### config.mk
export PLATFORM = sky130hd
export DESIGN_NAME = pus_host
export DESIGN_NICKNAME = d
export VERILOG_FILES = /design/src/common/pus_pkg.sv /design/src/rtl/pus_host.sv
export SDC_FILE = /design/constraint.sdc
export NUM_CORES = 1
export LEC_CHECK = 0
export ABC_CLOCK_PERIOD_IN_PS = 3400
export BUFFER_PORTS_ARGS = -buffer_cell sky130_fd_sc_hd__clkbuf_2
export CAP_MARGIN = 20
export CORE_MARGIN = 3
export CORE_UTILIZATION = 25
export DETAILED_ROUTE_END_ITERATION = 16
export SLEW_MARGIN = 20
export SYNTH_ARGS = -nofsm -noshare
export SYNTH_HDL_FRONTEND = slang
export SYNTH_SLANG_ARGS = --single-unit
### constraint.sdc
create_clock -name clk_i -period 3.4 [get_ports clk_i]
set_input_delay 0.85 -clock clk_i [delete_from_list [all_inputs] [get_ports clk_i]]
set_output_delay 0.85 -clock clk_i [all_outputs]
set_load 0.03 [all_outputs]
### src/common/pus_pkg.sv
package pus_pkg;
   localparam int CLK_MHZ          = 100;
   localparam int T_I2C_READY_MS   = 2;
   localparam int T_HARD_RESET_MS  = 2;
   localparam int T_CLK_STABLE_US  = 1;
   localparam int I2C_READY_CYC    = T_I2C_READY_MS * 1000 * CLK_MHZ;
   localparam int HARD_RESET_CYC   = T_HARD_RESET_MS * 1000 * CLK_MHZ;
   localparam int CLK_STABLE_CYC   = T_CLK_STABLE_US * CLK_MHZ;
   localparam int I2C_QTR_CYC      = 250;

   // software-facing register map, byte addresses
   localparam logic [3:0] AV_CTRL  = 4'h0;
   localparam logic [3:0] AV_CMD   = 4'h4;
   localparam logic [3:0] AV_STAT  = 4'h8;
   localparam logic [31:0] CTRL_RST = 32'h0000_DF2C;
   localparam int CMD_START_BIT    = 0;
   localparam int CTRL_DEV_LSB     = 0;
   localparam int CTRL_LINK_LSB    = 8;
   localparam int CTRL_GPIO_LSB    = 16;
   localparam int GPIO_W           = 4;

   // device register map
   localparam logic [7:0] DEV_FILTER    = 8'h16;
   localparam logic [7:0] DEV_PAGE      = 8'h40;
   localparam logic [7:0] DEV_OFS       = 8'h41;
   localparam logic [7:0] DEV_DATA      = 8'h42;
   localparam logic [7:0] DEV_LINK_AUTO = 8'h5B;
   localparam int         LINK_AUTO_BIT = 5;
   localparam logic [7:0] FILTER_VAL    = 8'h02;
   localparam logic [7:0] PAGE_INPUT    = 8'h10;
   localparam logic [7:0] PAGE_LINK     = 8'h14;
   localparam logic [7:0] PLL_CTL_OFS   = 8'h49;
   localparam logic [7:0] SM_RESET      = 8'h10;
   localparam logic [7:0] SM_RUN        = 8'h00;
   localparam logic [3:0] NUM_A         = 4'h2;
   localparam logic [3:0] NUM_WR        = 4'hA;

   typedef enum logic [2:0] {
      S_OFF        = 3'b000,
      S_HOLD_LOW   = 3'b001,
      S_WAIT_READY = 3'b010,
      S_SEQ_A      = 3'b011,
      S_WAIT_CLK   = 3'b100,
      S_SEQ_B      = 3'b101,
      S_DONE       = 3'b110,
      S_ERROR      = 3'b111
   } pus_state_e;

   typedef enum logic [1:0] {
      I_IDLE  = 2'b00,
      I_START = 2'b01,
      I_BIT   = 2'b10,
      I_STOP  = 2'b11
   } pus_i2c_e;
endpackage

### src/rtl/pus_host.sv
`timescale 1ns/1ps
module pus_host #(
   parameter int HARD_RESET_CYC = pus_pkg::HARD_RESET_CYC,
   parameter int I2C_READY_CYC  = pus_pkg::I2C_READY_CYC,
   parameter int QTR_CYC        = pus_pkg::I2C_QTR_CYC
) (
   input  wire logic                        clk_i,
   input  wire logic                        resetn_i,
   input  wire logic [3:0]                  avs_address_i,
   input  wire logic                        avs_read_i,
   input  wire logic                        avs_write_i,
   input  wire logic [31:0]                 avs_writedata_i,
   output logic      [31:0]                 avs_readdata_o,
   output logic                             avs_waitrequest_o,
   input  wire logic                        supplies_ok_i,
   input  wire logic                        tmds_stable_i,
   output logic                             power_down_release_pin_o,
   output logic                             hdmi_apply_o,
   output logic      [pus_pkg::GPIO_W-1:0]  gpio_o,
   output logic                             scl_o,
   output logic                             scl_oe_n_o,
   input  wire logic                        scl_i,
   output logic                             sda_o,
   output logic                             sda_oe_n_o,
   input  wire logic                        sda_i
);
   import pus_pkg::*;

   function automatic logic [15:0] wr_entry(input logic [3:0] idx, input logic [7:0] link);
      unique case (idx)
         4'h0:    wr_entry = {DEV_LINK_AUTO, link & ~(8'h01 << LINK_AUTO_BIT)};
         4'h1:    wr_entry = {DEV_FILTER, FILTER_VAL};
         4'h2:    wr_entry = {DEV_PAGE, PAGE_INPUT};
         4'h3:    wr_entry = {DEV_OFS, PLL_CTL_OFS};
         4'h4:    wr_entry = {DEV_DATA, SM_RESET};
         4'h5:    wr_entry = {DEV_DATA, SM_RUN};
         4'h6:    wr_entry = {DEV_PAGE, PAGE_LINK};
         4'h7:    wr_entry = {DEV_OFS, PLL_CTL_OFS};
         4'h8:    wr_entry = {DEV_DATA, SM_RESET};
         4'h9:    wr_entry = {DEV_DATA, SM_RUN};
         default: wr_entry = 16'h0000;
      endcase
   endfunction

   logic [31:0] ctrl_r;
   logic        ack_r;
   logic [31:0] rdata_r;
   pus_state_e  state_r;
   pus_state_e  state_nxt;
   logic [31:0] cnt_r;
   logic [3:0]  idx_r;
   logic        pdb_r;
   logic        hdmi_r;
   logic [GPIO_W-1:0] gpio_r;
   logic        busy_r;
   pus_i2c_e    ist_r;
   logic [1:0]  phase_r;
   logic [3:0]  bit_r;
   logic [1:0]  byte_r;
   logic [31:0] qcnt_r;
   logic        scl_low_r;
   logic        sda_low_r;
   logic        nack_r;
   logic        done_r;

   // avalon slave: one wait cycle per access
   wire acc      = avs_read_i | avs_write_i;
   wire wr_take  = avs_write_i & ack_r;
   wire start_wr = wr_take & (avs_address_i == AV_CMD) & avs_writedata_i[CMD_START_BIT];
   wire [31:0] stat_w = {20'h0_0000, idx_r, 1'b0, state_r, nack_r, state_r == S_ERROR,
                         state_r == S_DONE, pdb_r};
   wire [31:0] rd_mux = (avs_address_i == AV_CTRL) ? ctrl_r :
                        (avs_address_i == AV_STAT) ? stat_w : 32'h0000_0000;
   assign avs_waitrequest_o = acc & ~ack_r;
   assign avs_readdata_o    = rdata_r;

   always_ff @(posedge clk_i or negedge resetn_i) begin
      if (!resetn_i) begin
         ack_r   <= 1'b0;
         rdata_r <= 32'h0000_0000;
         ctrl_r  <= CTRL_RST;
      end else begin
         ack_r <= acc & ~ack_r;
         if (avs_read_i & ~ack_r)
            rdata_r <= rd_mux;
         if (wr_take & (avs_address_i == AV_CTRL))
            ctrl_r <= avs_writedata_i;
      end
   end

   // sequencer
   wire        in_seq  = (state_r == S_SEQ_A) | (state_r == S_SEQ_B);
   wire        go      = in_seq & ~busy_r & supplies_ok_i;
   wire [15:0] entry   = wr_entry(idx_r, ctrl_r[CTRL_LINK_LSB +: 8]);
   wire [6:0]  dev     = ctrl_r[CTRL_DEV_LSB +: 7];
   wire        hold_ok = cnt_r >= 32'(HARD_RESET_CYC - 1);
   wire        rdy_ok  = cnt_r >= 32'(I2C_READY_CYC - 1);
   wire        clk_ok  = tmds_stable_i & (cnt_r >= 32'(CLK_STABLE_CYC));
   wire        last_a  = (idx_r + 4'h1) == NUM_A;
   wire        last_b  = (idx_r + 4'h1) == NUM_WR;
   wire        pdb_nxt = (state_nxt != S_OFF) & (state_nxt != S_HOLD_LOW);

   always_comb begin
      state_nxt = state_r;
      unique case (state_r)
         S_OFF, S_DONE, S_ERROR: if (start_wr & supplies_ok_i) state_nxt = S_HOLD_LOW;
         S_HOLD_LOW:   if (hold_ok) state_nxt = S_WAIT_READY;
         S_WAIT_READY: if (rdy_ok) state_nxt = S_SEQ_A;
         S_SEQ_A:      if (done_r) state_nxt = nack_r ? S_ERROR : (last_a ? S_WAIT_CLK : S_SEQ_A);
         S_WAIT_CLK:   if (clk_ok) state_nxt = S_SEQ_B;
         S_SEQ_B:      if (done_r) state_nxt = nack_r ? S_ERROR : (last_b ? S_DONE : S_SEQ_B);
      endcase
      if (!supplies_ok_i)
         state_nxt = S_OFF;
   end

   always_ff @(posedge clk_i or negedge resetn_i) begin
      if (!resetn_i) begin
         state_r <= S_OFF;
         cnt_r   <= 32'h0000_0000;
         idx_r   <= 4'h0;
         busy_r  <= 1'b0;
      end else begin
         state_r <= state_nxt;
         if (state_nxt != state_r || (state_r == S_WAIT_CLK && !tmds_stable_i))
            cnt_r <= 32'h0000_0000;
         else
            cnt_r <= cnt_r + 32'h0000_0001;
         if (state_r == S_WAIT_READY)
            idx_r <= 4'h0;
         else if (done_r & ~nack_r)
            idx_r <= idx_r + 4'h1;
         busy_r <= supplies_ok_i & (go | (busy_r & ~done_r));
      end
   end

   // pin, hdmi and gpio outputs
   always_ff @(posedge clk_i or negedge resetn_i) begin
      if (!resetn_i) begin
         pdb_r  <= 1'b0;
         hdmi_r <= 1'b0;
         gpio_r <= '0;
      end else begin
         pdb_r  <= pdb_nxt;
         hdmi_r <= pdb_r & pdb_nxt;
         // lines drop with the pin and follow control only once it has stood high
         gpio_r <= (pdb_r & pdb_nxt) ? ctrl_r[CTRL_GPIO_LSB +: GPIO_W] : '0;
      end
   end
   assign power_down_release_pin_o = pdb_r;
   assign hdmi_apply_o             = hdmi_r;
   assign gpio_o                   = gpio_r;

   // i2c write engine, four phases per bit
   wire       tick    = (ist_r != I_IDLE) & (qcnt_r == 32'(QTR_CYC - 1));
   wire [7:0] cur_b   = (byte_r == 2'd0) ? {dev, 1'b0} :
                        (byte_r == 2'd1) ? entry[15:8] : entry[7:0];
   wire       ack_bit = bit_r == 4'd8;
   wire       tx_bit  = cur_b[3'd7 - bit_r[2:0]];

   always_ff @(posedge clk_i or negedge resetn_i) begin
      if (!resetn_i) begin
         qcnt_r <= 32'h0000_0000;
      end else begin
         qcnt_r <= (tick | ist_r == I_IDLE) ? 32'h0000_0000 : qcnt_r + 32'h0000_0001;
      end
   end

   always_ff @(posedge clk_i or negedge resetn_i) begin
      if (!resetn_i) begin
         ist_r     <= I_IDLE;
         phase_r   <= 2'd0;
         bit_r     <= 4'd0;
         byte_r    <= 2'd0;
         scl_low_r <= 1'b0;
         sda_low_r <= 1'b0;
         nack_r    <= 1'b0;
         done_r    <= 1'b0;
      end else if (!supplies_ok_i) begin
         ist_r     <= I_IDLE;
         scl_low_r <= 1'b0;
         sda_low_r <= 1'b0;
         done_r    <= 1'b0;
      end else begin
         done_r <= 1'b0;
         if (go) begin
            ist_r   <= I_START;
            phase_r <= 2'd0;
            bit_r   <= 4'd0;
            byte_r  <= 2'd0;
            nack_r  <= 1'b0;
         end else if (tick) begin
            phase_r <= phase_r + 2'd1;
            unique case (ist_r)
               I_START: begin
                  if (phase_r == 2'd1) sda_low_r <= 1'b1;
                  if (phase_r == 2'd2) scl_low_r <= 1'b1;
                  if (phase_r == 2'd3) ist_r <= I_BIT;
               end
               I_BIT: begin
                  if (phase_r == 2'd0) sda_low_r <= ~ack_bit & ~tx_bit;
                  if (phase_r == 2'd1) scl_low_r <= 1'b0;
                  if (phase_r == 2'd2 && ack_bit) nack_r <= sda_i;
                  if (phase_r == 2'd3) begin
                     scl_low_r <= 1'b1;
                     if (!ack_bit) begin
                        bit_r <= bit_r + 4'd1;
                     end else if (nack_r || byte_r == 2'd2) begin
                        ist_r <= I_STOP;
                     end else begin
                        bit_r  <= 4'd0;
                        byte_r <= byte_r + 2'd1;
                     end
                  end
               end
               I_STOP: begin
                  if (phase_r == 2'd0) sda_low_r <= 1'b1;
                  if (phase_r == 2'd1) scl_low_r <= 1'b0;
                  if (phase_r == 2'd2) sda_low_r <= 1'b0;
                  if (phase_r == 2'd3) begin
                     ist_r  <= I_IDLE;
                     done_r <= 1'b1;
                  end
               end
               I_IDLE: ist_r <= I_IDLE;
            endcase
         end
      end
   end
   assign scl_o      = 1'b0;
   assign sda_o      = 1'b0;
   assign scl_oe_n_o = ~scl_low_r;
   assign sda_oe_n_o = ~sda_low_r;

   // helper counters read only by the checks below
   logic [31:0] low_cnt_r;
   logic [31:0] high_cnt_r;
   logic [31:0] stab_cnt_r;
   always_ff @(posedge clk_i or negedge resetn_i) begin
      if (!resetn_i) begin
         low_cnt_r  <= 32'h0000_0000;
         high_cnt_r <= 32'h0000_0000;
         stab_cnt_r <= 32'h0000_0000;
      end else begin
         low_cnt_r  <= pdb_r ? 32'h0000_0000 : low_cnt_r + 32'h0000_0001;
         high_cnt_r <= pdb_r ? high_cnt_r + 32'h0000_0001 : 32'h0000_0000;
         stab_cnt_r <= tmds_stable_i ? stab_cnt_r + 32'h0000_0001 : 32'h0000_0000;
      end
   end
endmodule

Yosys cells after proc, flatten, opt, wreduce, memory -nomap -nowiden

Cells that the tools add are included.

Mux-type cells: 71
Add/subtract/negate cells: 7
Magnitude comparators: 3
Reductions and logical operators: 30
Bitwise operators: 29
Equal/unequal tests: 47

Operators with widths:

| cell                                                                | count |
|---|---|
| case mux 15 bit (7 select lines)                                    | 1 |
| two-way mux 32 bit                                                  | 3 |
| adder 32 x 1 -> 32 bit, second input constant                       | 2 |
| two-way mux 2 bit                                                   | 18 |
| two-way mux 4 bit                                                   | 9 |
| == test 32 x 8 -> 1 bit, second input constant                      | 1 |
| greater-or-equal comparator 32 x 18 -> 1 bit, second input constant | 1 |
| greater-or-equal comparator 32 x 7 -> 1 bit, second input constant  | 1 |
| two-way mux 3 bit                                                   | 9 |
| != test 4 bit, second input constant                                | 6 |
| two-way mux 1 bit                                                   | 23 |
| == test 4 x 3 -> 1 bit, second input constant                       | 5 |
| == test 4 bit, second input constant                                | 5 |
| case mux 3 bit (6 select lines)                                     | 1 |
| AND reduction 6 bit                                                 | 3 |
| bitwise AND 1 bit                                                   | 17 |
| two-way mux 8 bit                                                   | 2 |
| nonzero test 2 bit                                                  | 7 |
| == test 3 bit, second input constant                                | 4 |
| == test 4 x 2 -> 1 bit, second input constant                       | 3 |
| two-way mux 12 bit                                                  | 1 |
| != test 3 bit, second input constant                                | 4 |
| == test 2 bit, second input constant                                | 5 |
| adder 4 x 1 -> 4 bit, second input constant                         | 2 |
| 29 further kinds                                                    | 54 |

Flip-flop bits (word level): 157
Word-level logic and storage cells: 206
Input bits: 44
Output and inout bits: 43

Logic depth before layout (Yosys ltp)

Depth in word-level cells: 14
Depth in mapped cells: 11

Least setup slack after synthesis

No wires, ideal clock.

Kind: input -> register
From: in avs_address_i[1]
To: reg ctrl_r[16]
Setup slack: 0.887 ns
Path buffers: 2
Data arrival time: 2.388 ns
Stages on the path: 5
Setup time: 0.125 ns
Data required time: 3.275 ns
Path through: nor4_1 nor2b_1 clkbuf_1 buf_2 mux2_2

Longest elaborated chain between the ends: 2

Ends and longest elaborated chain:

| what                   | line           | source |
|---|---|---|
| start: declaration     | pus_host.sv:9  | `input wire logic [3:0] avs_address_i,` |
| zero test 4 bit        | pus_host.sv:86 | `if (wr_take & (avs_address_i == AV_CTRL))` |
| bitwise AND 1 bit      | pus_host.sv:86 |  |
| end signal: assignment | pus_host.sv:87 | `ctrl_r <= avs_writedata_i;` |
| end: declaration       | pus_host.sv:45 | `logic [31:0] ctrl_r;` |

Every way passes these cells.
A chain may end at the register's enable or synchronous reset.

Worst setup path after layout

From: reg state_r[1]
To: reg cnt_r[9]

Longest elaborated chain between the ends: 7

Ends and longest elaborated chain:

| what                                             | line            | source |
|---|---|---|
| start: declaration                               | pus_host.sv:48  | `pus_state_e state_r;` |
| start signal: assignment                         | pus_host.sv:124 | `state_r <= state_nxt;` |
| == test 3 bit or zero test 3 bit (tied branches) | pus_host.sv:105 | `unique case (state_r)` |
| OR reduction 3 bit                               | pus_host.sv:105 |  |
| case mux 3 bit (6 select lines)                  | pus_host.sv:105 |  |
| two-way mux 3 bit                                | pus_host.sv:113 | `if (!supplies_ok_i)` |
| != test 3 bit                                    | pus_host.sv:125 | `if (state_nxt != state_r \|\| (state_r == S_WAIT_CLK && !tmds_stable_i))` |
| logical OR 1 bit (*)                             | pus_host.sv:125 |  |
| two-way mux 32 bit (*)                           | pus_host.sv:125 |  |
| end signal: assignment                           | pus_host.sv:128 | `cnt_r <= cnt_r + 32'h0000_0001;` |
| end: declaration                                 | pus_host.sv:50  | `logic [31:0] cnt_r;` |

Every way passes the cells marked *; elsewhere a longest branch is shown, timed or not.

==> results.md <==
- Die area: 34400 um2
- Slowest-stage cell, CP: dfrtp_1
- Period utilization: 88.3%
- Crit-path max FO: 32
- Met3 WL: 622 um
- Multiplexer area fraction after synthesis: 4.59%
- First-pass GRT wire length: 30000 um
- Number of flops mapped to enable cells by yosys: 0
- Final hold slack: 0.416 ns
- Setup Viol. Count Final: 0
- Slew @ Worst Pin: 0.892 ns
- Power density over the cells: 501 nW/um2
- Cell breakdown of the critical path: inv_1 -> ha_1 -> inv_1 -> o211ai_1 -> o32ai_1 -> a21boi_0 -> a211oi_2 -> o211ai_2 -> buf_4 -> nor2_1
- Max_cap viols: 0
- Yosys top cell by area: dfrtp_1
- Warnings from Yosys: 0
- CTS-repair resized insts: 0
- XOR/XNOR Fraction of Synth Area: 6.70%
- Core Region: 31600 um2
- Post-CTS Hold Buffers: 0
- Most used cell, CP: inv_1
- Final HPWL DP: 12700 um
- Sw frac: 31.2%
- Status: complete, no violations
- Synthesized cell area: 8040 um2
- Slowest stage delay, CP: 0.68 ns
- Top cell family by delay on the critical path: compound AO/OA/AOI/OAI gates
- DRC: 0
- Worst VDD drop: 0.305 mV
- H-Tree Level Count: 4
- Vias: 6069
- Port Buf Inserts: 83
- Share of post-route cells with drive strength above 1: 20.6%
- Pre-Repair DR Iteration Count: 4
- CTS Root Cell: clkbuf_16
- Routed Wire Length: 18000 um
- Top cell type's share of synthesized area: 45.7%
- Clock-pin slew on the worst setup and hold paths: 0.08 ns
- Final core occ: 30.1%
- Row count: 65
- Fin Setup TNS: 0 ns
- Maximum clock rate: 333 MHz
- Initial antenna violation count: 1
- FFs w/ async S/R, synth: 100%
- Complex-gate fraction of the synthesized area: 11.6%
- Initial Util: 25.4%
- Crit path time final: 3.00 ns
- WP data arrival: 3.30 ns
- Skew-Pair Late Insertion Delay: 0.43 ns
- Grt total ovfl: 0
- GRT Overall Usage: 10.8%
- CTS tree: yes
- RePlAce Congestion: 0.846
- Reg power frac: 44.9%
- Routed wire length on met2: 8430 um
- Worst path buffer plus inverter count: 3
- Detailed Route Iter0 Violations: 403
- Final hold vios: 0
- Clock skew: 0.0173 ns
- WP data required: 3.70 ns
- Die width: 185 um
- Clock share of power: 38.8%
- Antenna cells: 0
- Syn avg cell area: 9.74 um2
- Ys flop type: dfrtp_1
- Most numerous cell in the Yosys netlist: dfrtp_1
- Crit path kind: flop to flop
- Final max-slew violation count: 0
- Total leakage power: 0.00413 uW
- Critical Path End Type: flop
- Syn Inst Count: 826
- Hold Crit Class: primary input to async pin
- Sequential-to-total area share from yosys stat: 49.0%
- Die Span Y: 185 um
- Synth Area in Adders: 3.42%
- Bufs on Longest Clock Path: 2
- Main area contributors after synthesis: dfrtp_1 46%, nand2_1 4.8%, mux2_2 4.3%, nor2_1 4.2%, xor2_1 4.1%
- Post-synth top cells: 147 x dfrtp_1, 102 x nand2_1, 90 x nor2_1
- DR top layer: met5
- CTS buffer count: 17
- Nets@finish: 969
- Largest family of logic cells by synthesized area: simple AND/OR/NAND/NOR gates
- Pint: 3290 uW
- Post-synth cell types: 74
- CP Launch Type: flop
- Post-CTS Setup Bufs: 0
- Number of synthesized register bits: 157
- Sw power: 1490 uW
- IO Pins: 87
- Slew headroom: 40.1%
- Wire length on met1: 8730 um
- Filler cell count: 3268
- Simple-Gate Fraction of Synth Area: 20.8%
- Num Clock Sinks: 157
- Post-route ant nets: 0
- Synth-to-Final Area Change: 18.4%
- Largest net degree at the start of global routing: 65
- RSZ-0062 raised after global routing: false
- Average wire per standard cell: 13.7 um
- Vias in the first global route: 5939
- Vias per cell: 4.60
- Gate power share: 16.3%
[per-stage QoR]
stage / std cells / total power (uW) / cell area, um2 / setup WS, ns
5_1_grt: 1318 / 5030 / 9530 / 0.203
2_1_floorplan: 827 / 2760 / 8050 / 0.887
3_5_place_dp: 1286 / 2970 / 8940 / 0.434
6_report: 1318 / 4780 / 9530 / 0.397
4_1_cts: 1318 / 4850 / 9520 / 0.402
3_3_place_gp: 1286 / 2950 / 8940 / 0.464
[flip-flops by register name, summed over array words and instances, names as in the netlist, 2 cells and up]
name	cells
byte_r	2
bit_r	4
ist_r	2
cnt_r	32
phase_r	2
ctrl_r	32
state_r	3
avs_readdata_o	32
qcnt_r	32
gpio_o	4
idx_r	4
[cell usage in the layout, fill, tap and decap left out, types with 4 or more instances in the layout]
| master | instances |
|---|---|
| a211oi_1 | 4 |
| a21oi_1 | 25 |
| a22oi_1 | 13 |
| a31oi_1 | 5 |
| and2_1 | 11 |
| and3_1 | 13 |
| and4_1 | 4 |
| buf_4 | 8 |
| clkbuf_16 | 17 |
| clkbuf_2 | 82 |
| dfrtp_1 | 147 |
| dfstp_2 | 10 |
| ha_1 | 22 |
| inv_1 | 33 |
| inv_8 | 6 |
| mux2_2 | 31 |
| nand2_1 | 102 |
| nand2b_1 | 5 |
| nand3_1 | 21 |
| nand3b_1 | 4 |
| nand4_1 | 20 |
| nor2_1 | 90 |
| nor2b_1 | 4 |
| nor3_1 | 12 |
| nor4_1 | 9 |
| o211ai_1 | 5 |
| o21ai_0 | 60 |
| or3_1 | 8 |
| xnor2_1 | 21 |
| xor2_1 | 38 |
[power by group through the flow]
stage / logic (uW) / clock network (uW) / registers (uW)
after CTS: 791 / 1910 / 2150
after detailed placement: 788 / 0 / 2180
final: 780 / 1850 / 2140
after global placement: 778 / 0 / 2170
after floorplan: 594 / 0 / 2170
after global routing: 867 / 2000 / 2160
[path summary, 6_finish.rpt]
kind | startpoint | end | slack [ns] | cells after the start
setup reg to reg | state_r[1]$_DFF_PN0_ | cnt_r[9]$_DFF_PN0_ | 0.40 | 10
min in group clk_i | ack_r$_DFF_PN0_ | ack_r$_DFF_PN0_ | 0.47 | 1
setup / recovery | state_r[1]$_DFF_PN0_ | cnt_r[9]$_DFF_PN0_ | 0.40 | 10
hold reg to reg | ack_r$_DFF_PN0_ | ack_r$_DFF_PN0_ | 0.47 | 1
hold / removal | resetn_i | qcnt_r[17]$_DFF_PN0_ | 0.42 | 1
max in group asynchronous | resetn_i | ctrl_r[2]$_DFFE_PN1P_ | 2.22 | 2
[layer usage]
layer,up-vias,global-route usage (%)
li1,3026,-
met1,2939,14.5
met2,89,16.9
met3,13,2.99
met4,2,3.30
met5,-,0
[kinds of logic (layout without fill, tap and decap cells)]
family / Yosys count / count (layout)
buffers and inverters: 72 / 161
flip-flops: 157 / 157
multiplexers: 33 / 33
XOR/XNOR: 60 / 60
AO/OA/AOI/OAI: 148 / 148
other: 1 / 2
AND/OR/NAND/NOR: 333 / 333
adder cells (fa/ha/maj): 22 / 22
[final cells by class]
type	count	area, um2	share of cell area, %
clock buffer	18	429	4.50
clock inverter	14	150	1.58
inverter	35	131	1.38
multi-input combinational	598	3830	40.2
sequential	157	3940	41.4
tap	402	503	5.28
timing repair buffer	94	542	5.69
No activity file was read; power rests on OpenSTA's default activity.
